## src/hdl/iwd_pkg.sv

```systemverilog
// Purpose: constants for the i/o space descriptor decoder
// Assumes: one system clock, descriptor bytes arrive one per strobe
// Notes:   field positions of the definition and range descriptor bytes
package iwd_pkg;
  // definition byte layout
  localparam int unsigned DEF_RANGE_BIT  = 7;
  localparam int unsigned DEF_BUS_LO     = 5;
  localparam int unsigned DEF_BUS_W      = 2;
  localparam int unsigned DEF_LINES_LO   = 0;
  localparam int unsigned DEF_LINES_W    = 5;
  // range descriptor byte layout
  localparam int unsigned RD_COUNT_LO    = 0;
  localparam int unsigned RD_COUNT_W     = 4;
  localparam int unsigned RD_ASIZE_LO    = 4;
  localparam int unsigned RD_LSIZE_LO    = 6;
  localparam int unsigned RD_SIZE_W      = 2;
  // decoded line count limits
  localparam logic [4:0]  LINES_NONE     = 5'h00;
  localparam logic [4:0]  LINES_MAX      = 5'h1A;
  localparam int unsigned ADDR_W         = 26;
  localparam int unsigned MAX_RANGES_DOC = 16;
  localparam int unsigned VAL_W          = 32;
  localparam int unsigned BYTE_W         = 8;
  localparam logic [2:0]  FIELD_MAX_B    = 3'h4;

  // size code to byte count: absent, one, two, four bytes
  function automatic logic [2:0] iwd_size_bytes(input logic [1:0] code);
    logic [2:0] r;
    r = 3'h0;
    case (code)
      2'h1:    r = 3'h1;
      2'h2:    r = 3'h2;
      2'h3:    r = 3'h4;
      default: r = 3'h0;
    endcase
    return r;
  endfunction : iwd_size_bytes
endpackage : iwd_pkg

```

## src/hdl/iwd_decoder.sv

```systemverilog
// Purpose: parse an io_space_descriptor byte stream, keep the windows,
//          and answer enabled i/o cycles with an input acknowledge
// Assumes: inputs synchronous to clk_sys; start bytes and length bytes
//          arrive least significant byte first
// Notes:   results are held until the next desc_start pulse

module iwd_decoder #(
  parameter int unsigned MAX_RANGES = iwd_pkg::MAX_RANGES_DOC
) (
  input  wire logic                       clk_sys,
  input  wire logic                       rst_n,
  // descriptor byte stream
  input  wire logic                       desc_start,
  input  wire logic                       desc_valid,
  input  wire logic [iwd_pkg::BYTE_W-1:0] desc_byte,
  output logic                            desc_ready,
  // parse results
  output logic                            parse_done,
  output logic                            parse_error,
  output logic                            range_present,
  output logic [iwd_pkg::DEF_BUS_W-1:0]   bus_width,
  output logic [iwd_pkg::DEF_LINES_W-1:0] decoded_line_count,
  output logic [4:0]                      range_total,
  output logic                            start_present,
  output logic                            length_present,
  // window read port
  input  wire logic [3:0]                 win_sel,
  output logic [iwd_pkg::VAL_W-1:0]       win_start,
  output logic [iwd_pkg::VAL_W-1:0]       win_length,
  // i/o cycle side
  input  wire logic                       io_enable,
  input  wire logic [iwd_pkg::ADDR_W-1:0] io_addr,
  output logic                            input_ack
);
  import iwd_pkg::*;

  // refuse sizes the range counter and read port cannot hold
  if (MAX_RANGES < 1 || MAX_RANGES > MAX_RANGES_DOC) begin : g_chk
    $error("MAX_RANGES must lie between 1 and 16");
  end

  typedef enum logic [6:0] {
    ST_IDLE  = 7'b0000001,
    ST_DEF   = 7'b0000010,
    ST_RDESC = 7'b0000100,
    ST_FIELD = 7'b0001000,
    ST_CHECK = 7'b0010000,
    ST_DONE  = 7'b0100000,
    ST_ERR   = 7'b1000000
  } iwd_state_t;

  typedef struct packed {
    iwd_state_t                        st;
    logic                              rflag;
    logic [DEF_BUS_W-1:0]              bus;
    logic [DEF_LINES_W-1:0]            lines;
    logic [2:0]                        asz;
    logic [2:0]                        lsz;
    logic [4:0]                        nr;
    logic [4:0]                        idx;
    logic [3:0]                        bcnt;
    logic [VAL_W-1:0]                  acc_s;
    logic [VAL_W-1:0]                  acc_l;
    logic [VAL_W+1:0]                  sum;
    logic                              bad;
    logic [MAX_RANGES-1:0][VAL_W-1:0]  ws;
    logic [MAX_RANGES-1:0][VAL_W-1:0]  wl;
    logic [VAL_W-1:0]                  rs;
    logic [VAL_W-1:0]                  rl;
  } iwd_regs_t;

  iwd_regs_t q;
  iwd_regs_t d;

  logic [2:0]       b_asz;
  logic [2:0]       b_lsz;
  logic [3:0]       fld_bytes;
  logic [3:0]       lpos;
  logic [VAL_W-1:0] len_full;
  logic [VAL_W-1:0] true_len;
  logic [VAL_W+1:0] span_all;

  // byte counts of the two fields from the descriptor byte
  assign b_asz = iwd_size_bytes(desc_byte[RD_ASIZE_LO +: RD_SIZE_W]);
  assign b_lsz = iwd_size_bytes(desc_byte[RD_LSIZE_LO +: RD_SIZE_W]);
  assign fld_bytes = {1'b0, q.asz} + {1'b0, q.lsz};
  assign lpos = q.bcnt - {1'b0, q.asz};
  // length field with the byte now on the bus merged in
  always_comb begin
    len_full = q.acc_l;
    len_full[lpos[1:0]*BYTE_W +: BYTE_W] = desc_byte;
  end
  // an all-ones 4-byte length wraps to zero
  assign true_len = len_full + {{(VAL_W-1){1'b0}}, 1'b1};
  // full decoded space, 2^lines
  assign span_all = {{(VAL_W+1){1'b0}}, 1'b1} << q.lines;

  // parser next state
  always_comb begin
    d = q;
    case (q.st)
      ST_IDLE: begin
        if (desc_start) begin
          d.st = ST_DEF;
        end
      end
      ST_DEF: begin
        if (desc_valid) begin
          d.rflag = desc_byte[DEF_RANGE_BIT];
          d.bus   = desc_byte[DEF_BUS_LO +: DEF_BUS_W];
          d.lines = desc_byte[DEF_LINES_LO +: DEF_LINES_W];
          d.asz   = 3'h0;
          d.lsz   = 3'h0;
          d.nr    = 5'h00;
          d.sum   = '0;
          d.ws    = '0;
          d.wl    = '0;
          if (desc_byte[DEF_LINES_LO +: DEF_LINES_W] > LINES_MAX) begin
            d.st = ST_ERR;
          end else if (desc_byte[DEF_RANGE_BIT]) begin
            d.st = ST_RDESC;
          end else if (desc_byte[DEF_LINES_LO +: DEF_LINES_W]
                       == LINES_NONE) begin
            d.st = ST_ERR;
          end else begin
            d.st = ST_DONE;
          end
        end
      end
      ST_RDESC: begin
        if (desc_valid) begin
          d.nr   = {1'b0, desc_byte[RD_COUNT_LO +: RD_COUNT_W]}
                   + 5'h01;
          d.asz  = b_asz;
          d.lsz  = b_lsz;
          d.idx  = 5'h00;
          d.bcnt = 4'h0;
          d.acc_s = '0;
          d.acc_l = '0;
          d.bad  = 1'b0;
          if (b_asz == 3'h0 && b_lsz == 3'h0) begin
            d.st = ST_ERR;
          end else if (q.lines == LINES_NONE && b_lsz == 3'h0) begin
            d.st = ST_ERR;
          end else if ({1'b0, desc_byte[RD_COUNT_LO +: RD_COUNT_W]}
                       >= 5'(MAX_RANGES)) begin
            d.st = ST_ERR; // more ranges than storage
          end else begin
            d.st = ST_FIELD;
          end
        end
      end
      ST_FIELD: begin
        if (desc_valid) begin
          if (q.bcnt < {1'b0, q.asz}) begin
            d.acc_s[q.bcnt[1:0]*BYTE_W +: BYTE_W] = desc_byte;
          end else begin
            d.acc_l[lpos[1:0]*BYTE_W +: BYTE_W] = desc_byte;
          end
          d.bcnt = q.bcnt + 4'h1;
          if (q.bcnt + 4'h1 == fld_bytes) begin
            // store the finished field before the accumulators clear
            d.ws[q.idx[3:0]] = d.acc_s;
            if (q.lsz != 3'h0) begin
              // 4-byte all-ones wraps to a zero length
              d.wl[q.idx[3:0]] = true_len;
              d.sum = q.sum + {2'b00, true_len};
              if (true_len == '0) begin
                d.bad = 1'b1;
              end
            end else begin
              // no length: the range covers the full decoded space
              d.wl[q.idx[3:0]] = span_all[VAL_W-1:0];
            end
            d.bcnt  = 4'h0;
            d.acc_s = '0;
            d.acc_l = '0;
            d.idx   = q.idx + 5'h01;
            if (q.idx + 5'h01 == q.nr) begin
              d.st = ST_CHECK;
            end
          end
        end
      end
      ST_CHECK: begin
        // a length sum beyond 2^lines could not be addressed at all
        if (q.bad) begin
          d.st = ST_ERR;
        end else if (q.lines != LINES_NONE && q.sum > span_all) begin
          d.st = ST_ERR;
        end else begin
          d.st = ST_DONE;
        end
      end
      ST_DONE, ST_ERR: begin
        if (desc_start) begin
          d.st = ST_DEF;
        end
      end
      default: begin
        d.st = ST_IDLE;
      end
    endcase
    if (desc_start && q.st != ST_IDLE) begin
      d.st = ST_DEF; // a new descriptor always restarts the parse
    end
    // registered read port, no window shown after an error
    d.rs = '0;
    d.rl = '0;
    if (d.st == ST_DONE && {1'b0, win_sel} < d.nr) begin
      d.rs = d.ws[win_sel];
      d.rl = d.wl[win_sel];
    end
  end

  // single state register
  always_ff @(posedge clk_sys or negedge rst_n) begin
    if (!rst_n) begin
      q    <= '0;
      q.st <= ST_IDLE;
    end else begin
      q <= d;
    end
  end

  // per-range hit against the low decoded address lines
  // limitation: upper lines are ignored, so every alias the host
  // enables is answered; keeping aliases apart is the host's job
  logic [MAX_RANGES-1:0] hit;
  logic [VAL_W-1:0]      amask;
  logic [VAL_W-1:0]      aoff;
  assign amask = span_all[VAL_W-1:0] - {{(VAL_W-1){1'b0}}, 1'b1};
  assign aoff  = {{(VAL_W-ADDR_W){1'b0}}, io_addr} & amask;

  for (genvar gi = 0; gi < MAX_RANGES; gi++) begin : g_hit
    logic [VAL_W-1:0] base;
    logic [VAL_W-1:0] rel;
    assign base = q.ws[gi] & amask;
    assign rel  = aoff - base;
    assign hit[gi] = (5'(gi) < q.nr) && (aoff >= base)
                     && (rel < q.wl[gi]);
  end

  // acknowledge: zero-line cards answer every alias
  always_comb begin
    input_ack = 1'b0;
    if (io_enable && q.st == ST_DONE) begin
      if (q.lines == LINES_NONE || !q.rflag) begin
        input_ack = 1'b1;
      end else begin
        input_ack = |hit;
      end
    end
  end

  // status straight from the state register, no extra latency
  assign desc_ready     = (q.st == ST_DEF) || (q.st == ST_RDESC)
                          || (q.st == ST_FIELD);
  assign parse_done     = (q.st == ST_DONE);
  assign parse_error    = (q.st == ST_ERR);
  assign range_present  = q.rflag;
  assign bus_width      = q.bus;
  assign decoded_line_count = q.lines;
  assign range_total    = q.nr;
  assign start_present  = (q.asz != 3'h0);
  assign length_present = (q.lsz != 3'h0);
  assign win_start      = q.rs;
  assign win_length     = q.rl;
endmodule : iwd_decoder

```

## config.mk

```make
export PLATFORM = sky130hd
export DESIGN_NAME = iwd_decoder
export DESIGN_NICKNAME = d
export VERILOG_FILES = /design/src/hdl/iwd_pkg.sv /design/src/hdl/iwd_decoder.sv
export SDC_FILE = /design/constraint.sdc
export NUM_CORES = 2
export LEC_CHECK = 0
export BUFFER_PORTS_ARGS = -buffer_cell sky130_fd_sc_hd__buf_2
export CAP_MARGIN = 20
export CORE_ASPECT_RATIO = 0.9
export CORE_UTILIZATION = 25
export CTS_CLUSTER_SIZE = 12
export DETAILED_ROUTE_END_ITERATION = 7
export PLACE_DENSITY_LB_ADDON = 0.12
export SLEW_MARGIN = 30
export SYNTH_ARGS = -nofsm -noshare
export SYNTH_HDL_FRONTEND = slang
export SYNTH_SLANG_ARGS = --single-unit
```

## constraint.sdc

```tcl
create_clock -name clk_sys -period 10.6 [get_ports clk_sys]
set_clock_uncertainty 0.2 [all_clocks]
set_input_delay 1.06 -clock clk_sys [delete_from_list [all_inputs] [get_ports clk_sys]]
set_output_delay 1.06 -clock clk_sys [all_outputs]
set_load 0.005 [all_outputs]
```

# Word-level counts from Yosys, hierarchy flattened
# Index checks and enable logic that the tools add are counted.
# totals
ff_bits	1222
wordCells	286
output_inout_bits	83
# classes
n_shift	5
muxes	49
n_addsub	26
reduce_logical	63
bitwise_logic	17
order_cmp	55
eq_ne	24
# op_table
op	count
two-way mux 1132 bit	2
case mux 1024 bit (2 select lines)	1
bitwise mux 512 bit	3
two-way mux 1024 bit	1
bitwise AND 32 bit	16
>= comparator 32 bit	16
< comparator 32 bit	16
two-way mux 512 bit	1
subtractor 32 bit	16
binary-select mux 32 bit (select 4 bit)	2
two-way mux 32 bit	7
case mux 73 bit (2 select lines)	1
demux 32 bit (select 4 bit)	1
two-way mux 7 bit	13
two-way mux 84 bit	1
negation 5 -> 34 bit	2
case mux 34 bit (2 select lines)	1
variable shift 8 x 34 -> 32 bit (first input constant)	2
indexed part select 8 x 34 -> 32 bit	2
bitwise mux 32 bit	2
two-way mux 64 bit	1
< comparator 4 x 5 -> 1 bit (first input constant)	8
logical AND 1 bit	39
two-way mux 35 bit	1
55 further kinds	84

# Logic depth before layout (Yosys ltp)
# logic_depth
word_depth	14
ltp_mapped	38

# Worst setup path after synthesis
# OpenSTA, ideal clock, no wires.
# synth_timing
kind	register -> output
start	register q (netlist bit decoded_line_count[2])
end	output input_ack
n_path_buf	7
slack_ps	927
required_time_ps	9340
arrival_time_ps	8413
stages_incl_launch_ff	38
path_cell_list	dfrtp_1 clkbuf_1 clkbuf_1 nor3_1 nand2_1 clkbuf_1 clkbuf_1 ha_1 clkbuf_1 buf_1 clkbuf_1 a21oi_1 o21ai_1 and2_1 ha_1 o21a_1 o211ai_1 nor2_1 [... 2 more ...] o22ai_1 o41a_1 a31oi_1 nor2_1 o211ai_1 xnor2_1 ha_1 nand4_1 nor3_1 o211ai_1 or2_2 o311ai_0 nor4_1 a211oi_1 nand4_1 nor4_1 nand4_1 o311a_1
# synth_via
elab_chain_cells	9
elab_cells_between_ends	104
classes_between	add/sub: 17; order compare: 32; shift: 1; mux: 2; bitwise: 17; reduce/logical: 35
# synth_rtl
item	line_no	source
start: declaration	iwd_decoder.sv:72	iwd_regs_t q;
left shift 1 x 5 -> 34 bit	iwd_decoder.sv:96	assign span_all = {{(VAL_W+1){1'b0}}, 1'b1} << q.lines;
subtractor 32 x 1 -> 32 bit	iwd_decoder.sv:232	assign amask = span_all[VAL_W-1:0] - {{(VAL_W-1){1'b0}}, 1'b1};
bitwise AND 26 x 32 -> 32 bit / bitwise AND 32 bit (equally long branches)	iwd_decoder.sv:233, iwd_decoder.sv:238	
subtractor 32 bit / >= comparator 32 bit (equally long branches)	iwd_decoder.sv:239, iwd_decoder.sv:240	
< comparator 32 bit / logical AND 1 bit (equally long branches)	iwd_decoder.sv:241, iwd_decoder.sv:240	
logical AND 1 bit	iwd_decoder.sv:241	&& (rel < q.wl[gi]);
OR reduction 16 bit	iwd_decoder.sv:251	input_ack = |hit;
two-way mux 1 bit *	iwd_decoder.sv:248	if (q.lines == LINES_NONE || !q.rflag) begin
two-way mux 1 bit *	iwd_decoder.sv:247	if (io_enable && q.st == ST_DONE) begin
end: declaration	iwd_decoder.sv:33	output logic input_ack
# Mark *: on every way between the ends. The rest lies on a longest branch, timed or not.

# Final worst setup path
# layout_timing
start	register q (netlist bit decoded_line_count[4])
end	output input_ack
# Same word-level chain as after synthesis.

==> results.py <==
metrics = {
    "synthesis": {
        "yosys.area.top_type_share": 0.316,
        "synth-main-ff-cell": "dfrtp_1",
        "yosys.area.top_type": "dfrtp_1",
        "synth.yosys.seq_area_share": 0.316,
        "synth_warnings": 0,
        "synth.distinct_cells": 102,
        "syn_area_per_cell_um2": 8.23,
        "synth_fp_nets": 12808,
        "yosys-top-cells-area": "dfrtp_1, ha_1, o21ai_0",
        "ys_ff_latch": 1222,
        "synthArstFlopShare": 1.00,
        "synth_cells": 11743,
        "synthTopCellsByCount": "o21ai_0, nand2_1, dfrtp_1, ha_1, nor2_1",
        "synth_area_um2": 96600,
        "synth.most_common_cell": "o21ai_0",
        "synth_edf_count": 0,
    },
    "sta": {
        "setup_tns_ns": 0,
        "hold_viol": 0,
        "setup_viol": 0,
        "worst_slew_pin_slew_ns": 1.28,
        "slew_headroom": 0.143,
        "max_freq_mhz": 95.9,
        "worst_slack_ns": 0.167,
        "final-max-slew-violation-count": 0,
        "post-route-period-util": 0.984,
        "whs_ns": 0.163,
        "min_period_ns": 10.43,
    },
    "route": {
        "drt_iter0_drc": 13953,
        "wl_per_cell_um": 42.0,
        "vias_per_cell": 5.93,
        "num_vias": 103675,
        "first_pass_iters": 6,
        "drt_wl_total_mm": 734,
        "drc_errors": 0,
        "drtAntennaViolNets": 0,
    },
    "clock_network": {
        "cts_inserted_buffers": 175,
        "cts-htree-levels": 4,
        "clkSinkCount": 1222,
        "clk_latency_ns": 0.92,
        "cts_tree": "done",
        "clockBufferDepth": 4,
        "cts.clk_slew.worst_paths_ns": 0.06,
        "root_buffer": "clkbuf_16",
    },
    "job": {
        "maxCapViolations": 0,
    },
    "worst_setup_path": {
        "critPathKind": "reg -> out",
        "worst-path-max-fanout": 30,
        "crit_buf_inv": 10,
        "crit_slowest_cell": "a2111oi_0",
        "worst_setup_path_start_kind": "flip-flop",
        "cpPeakStageDelay_ns": 0.60,
        "crit_family": "compound AO/OA/AOI/OAI gates",
        "required_ns": 9.34,
        "crit_path_end_kind": "primary output",
        "cpMostUsedCell": "buf_4",
        "worst_ep_arrival_time_ns": 9.17,
    },
    "power": {
        "p_total_w": 0.0285,
        "power.density_nw_per_um2": 246,
        "p_leak_nw": 48.1,
        "vdd_ir_drop_max_mv": 0.122,
    },
    "placement": {
        "place_hpwl_mm": 581,
        "io_buffers": 125,
        "place.gp.congestion": 1.04,
        "dp.cells": 17065,
        "place_ws_ns": 0.285,
    },
    "floorplanning": {
        "die_w_um": 657,
        "die_area_um2": 389000,
        "core_area_um2": 385000,
        "initial_core_util": 0.251,
        "fp.dieH_um": 592,
        "core.rowCount": 216,
        "ios": 126,
    },
    "grt": {
        "overflow": 0,
        "grt_max_degree": 149,
        "grt_pass1_wl_mm": 949,
        "grtUsageTotal": 0.364,
        "grt_pass1_vias": 98638,
        "antenna_found_initial": 160,
    },
    "worst_hold_path": {
        "hp-class": "in -> reg",
    },
    "finish": {
        "final_nets": 13213,
        "instances_no_fill": 17485,
        "drive_above_1_share": 0.138,
        "synthToLayoutAreaGrowth_pct": 19.6,
    },
    "run_status": {
        "outcome": "complete, no violations",
    },
}
-- cells in the final DEF, fill, tap and decap left out, types with 46 or more instances in the layout --
cell type	instances
a211oi_1	83
a21o_1	249
a21oi_1	607
a22o_1	121
a22oi_1	80
a31oi_1	91
and2_1	89
and3_1	71
buf_2	121
buf_4	680
clkbuf_16	180
dfrtp_1	1220
diode_2	77
ha_1	994
inv_1	686
mux2i_1	81
mux4_2	110
nand2_1	1572
nand2b_1	120
nand3_1	155
nand4_1	139
nor2_1	811
nor2_2	54
nor2b_1	124
nor3_1	138
o211ai_1	68
o21a_1	107
o21ai_0	1602
o21ai_1	46
o21bai_1	78
o22ai_1	107
o31ai_1	80
or3_1	49
xnor2_1	310
xor2_1	190
-- path summary, 6_finish.rpt --
kind,slack (ns),from,cells past startpoint,endpoint
setup / recovery,0.17,decoded_line_count[4],33,input_ack
hold / removal,0.16,desc_start,2,q[1215]
setup reg to reg,1.36,q[1187],24,q[1121]
hold reg to reg,0.27,q[1147],2,q[1147]
max in group asynchronous,7.43,rst_n,5,q[946]
min in group asynchronous,0.50,rst_n,2,q[317]
-- registers in the layout (all words and copies together) (netlist names) --
signal              cells
bus_width               2
decoded_line_count      5
q                    1145
range_present           1
range_total             5
win_length             32
win_start              32
-- worst reg2reg max path, delay by kind of cell, from the launching register on --
kind	cells	cell delay, ns
adder cells (fa/ha/maj)	5	2.06
buffers and inverters	4	0.65
flip-flops	1	0.55
AND/OR/NAND/NOR	5	1.98
AO/OA/AOI/OAI	9	3.04
XOR/XNOR	1	0.62
-- report_power, final --
part | internal [W] | leakage, nW | total, W | switching (W)
sequential | 0.00468 | 17.1 | 0.00470 | 0.0000198
clock | 0.00385 | 2.98 | 0.00658 | 0.00272
combinational | 0.00646 | 28.0 | 0.0172 | 0.0107
total | 0.0150 | 48.1 | 0.0285 | 0.0135
-- routing by layer --
layer / global-route usage / wire length [um] / vias up
li1: - / - / 43098
met1: 0.498 / 319000 / 53299
met2: 0.522 / 297000 / 6142
met3: 0.0992 / 74100 / 1100
met4: 0.186 / 43600 / 36
met5: 0 / 226 / -
-- layout make-up --
class	count	area (um^2)
Fill cell	40945	269000
Clock inverter	71	995
Antenna cell	77	193
Clock buffer	243	5070
Tap cell	5123	6410
Multi-Input combinational cell	9192	62800
Inverter	692	2620
Timing Repair Buffer	865	6910
Sequential cell	1222	30600
-- timing repair --
item	CTS	global route
gates resized for setup	44	155
hold buffers	1	0
cloned	0	1
setup endpoints to repair	1	1
setup buffers	2	24
hold endpoints to repair	81	0
pin swaps	8	60
-- per-stage QoR --
step / util / instance area [um^2]
global route: 0.300 / 115000
detailed placement: 0.281 / 108000
CTS: 0.297 / 114000
floorplan: - / 96600
finish: 0.301 / 116000
global placement: 0.280 / 108000
-- cell families after synthesis --
kind of cell,Yosys count,share of synthesized area
xor gates and xnor gates,505,0.0458
buffers and inverters,1329,0.0550
and+or+nand+nor,3620,0.170
muxes,205,0.0356
AOI/OAI and AO/OA,3840,0.244
DFF,1222,0.316
adders and majority gates,1022,0.134
Power figures use the tool's default switching activity.
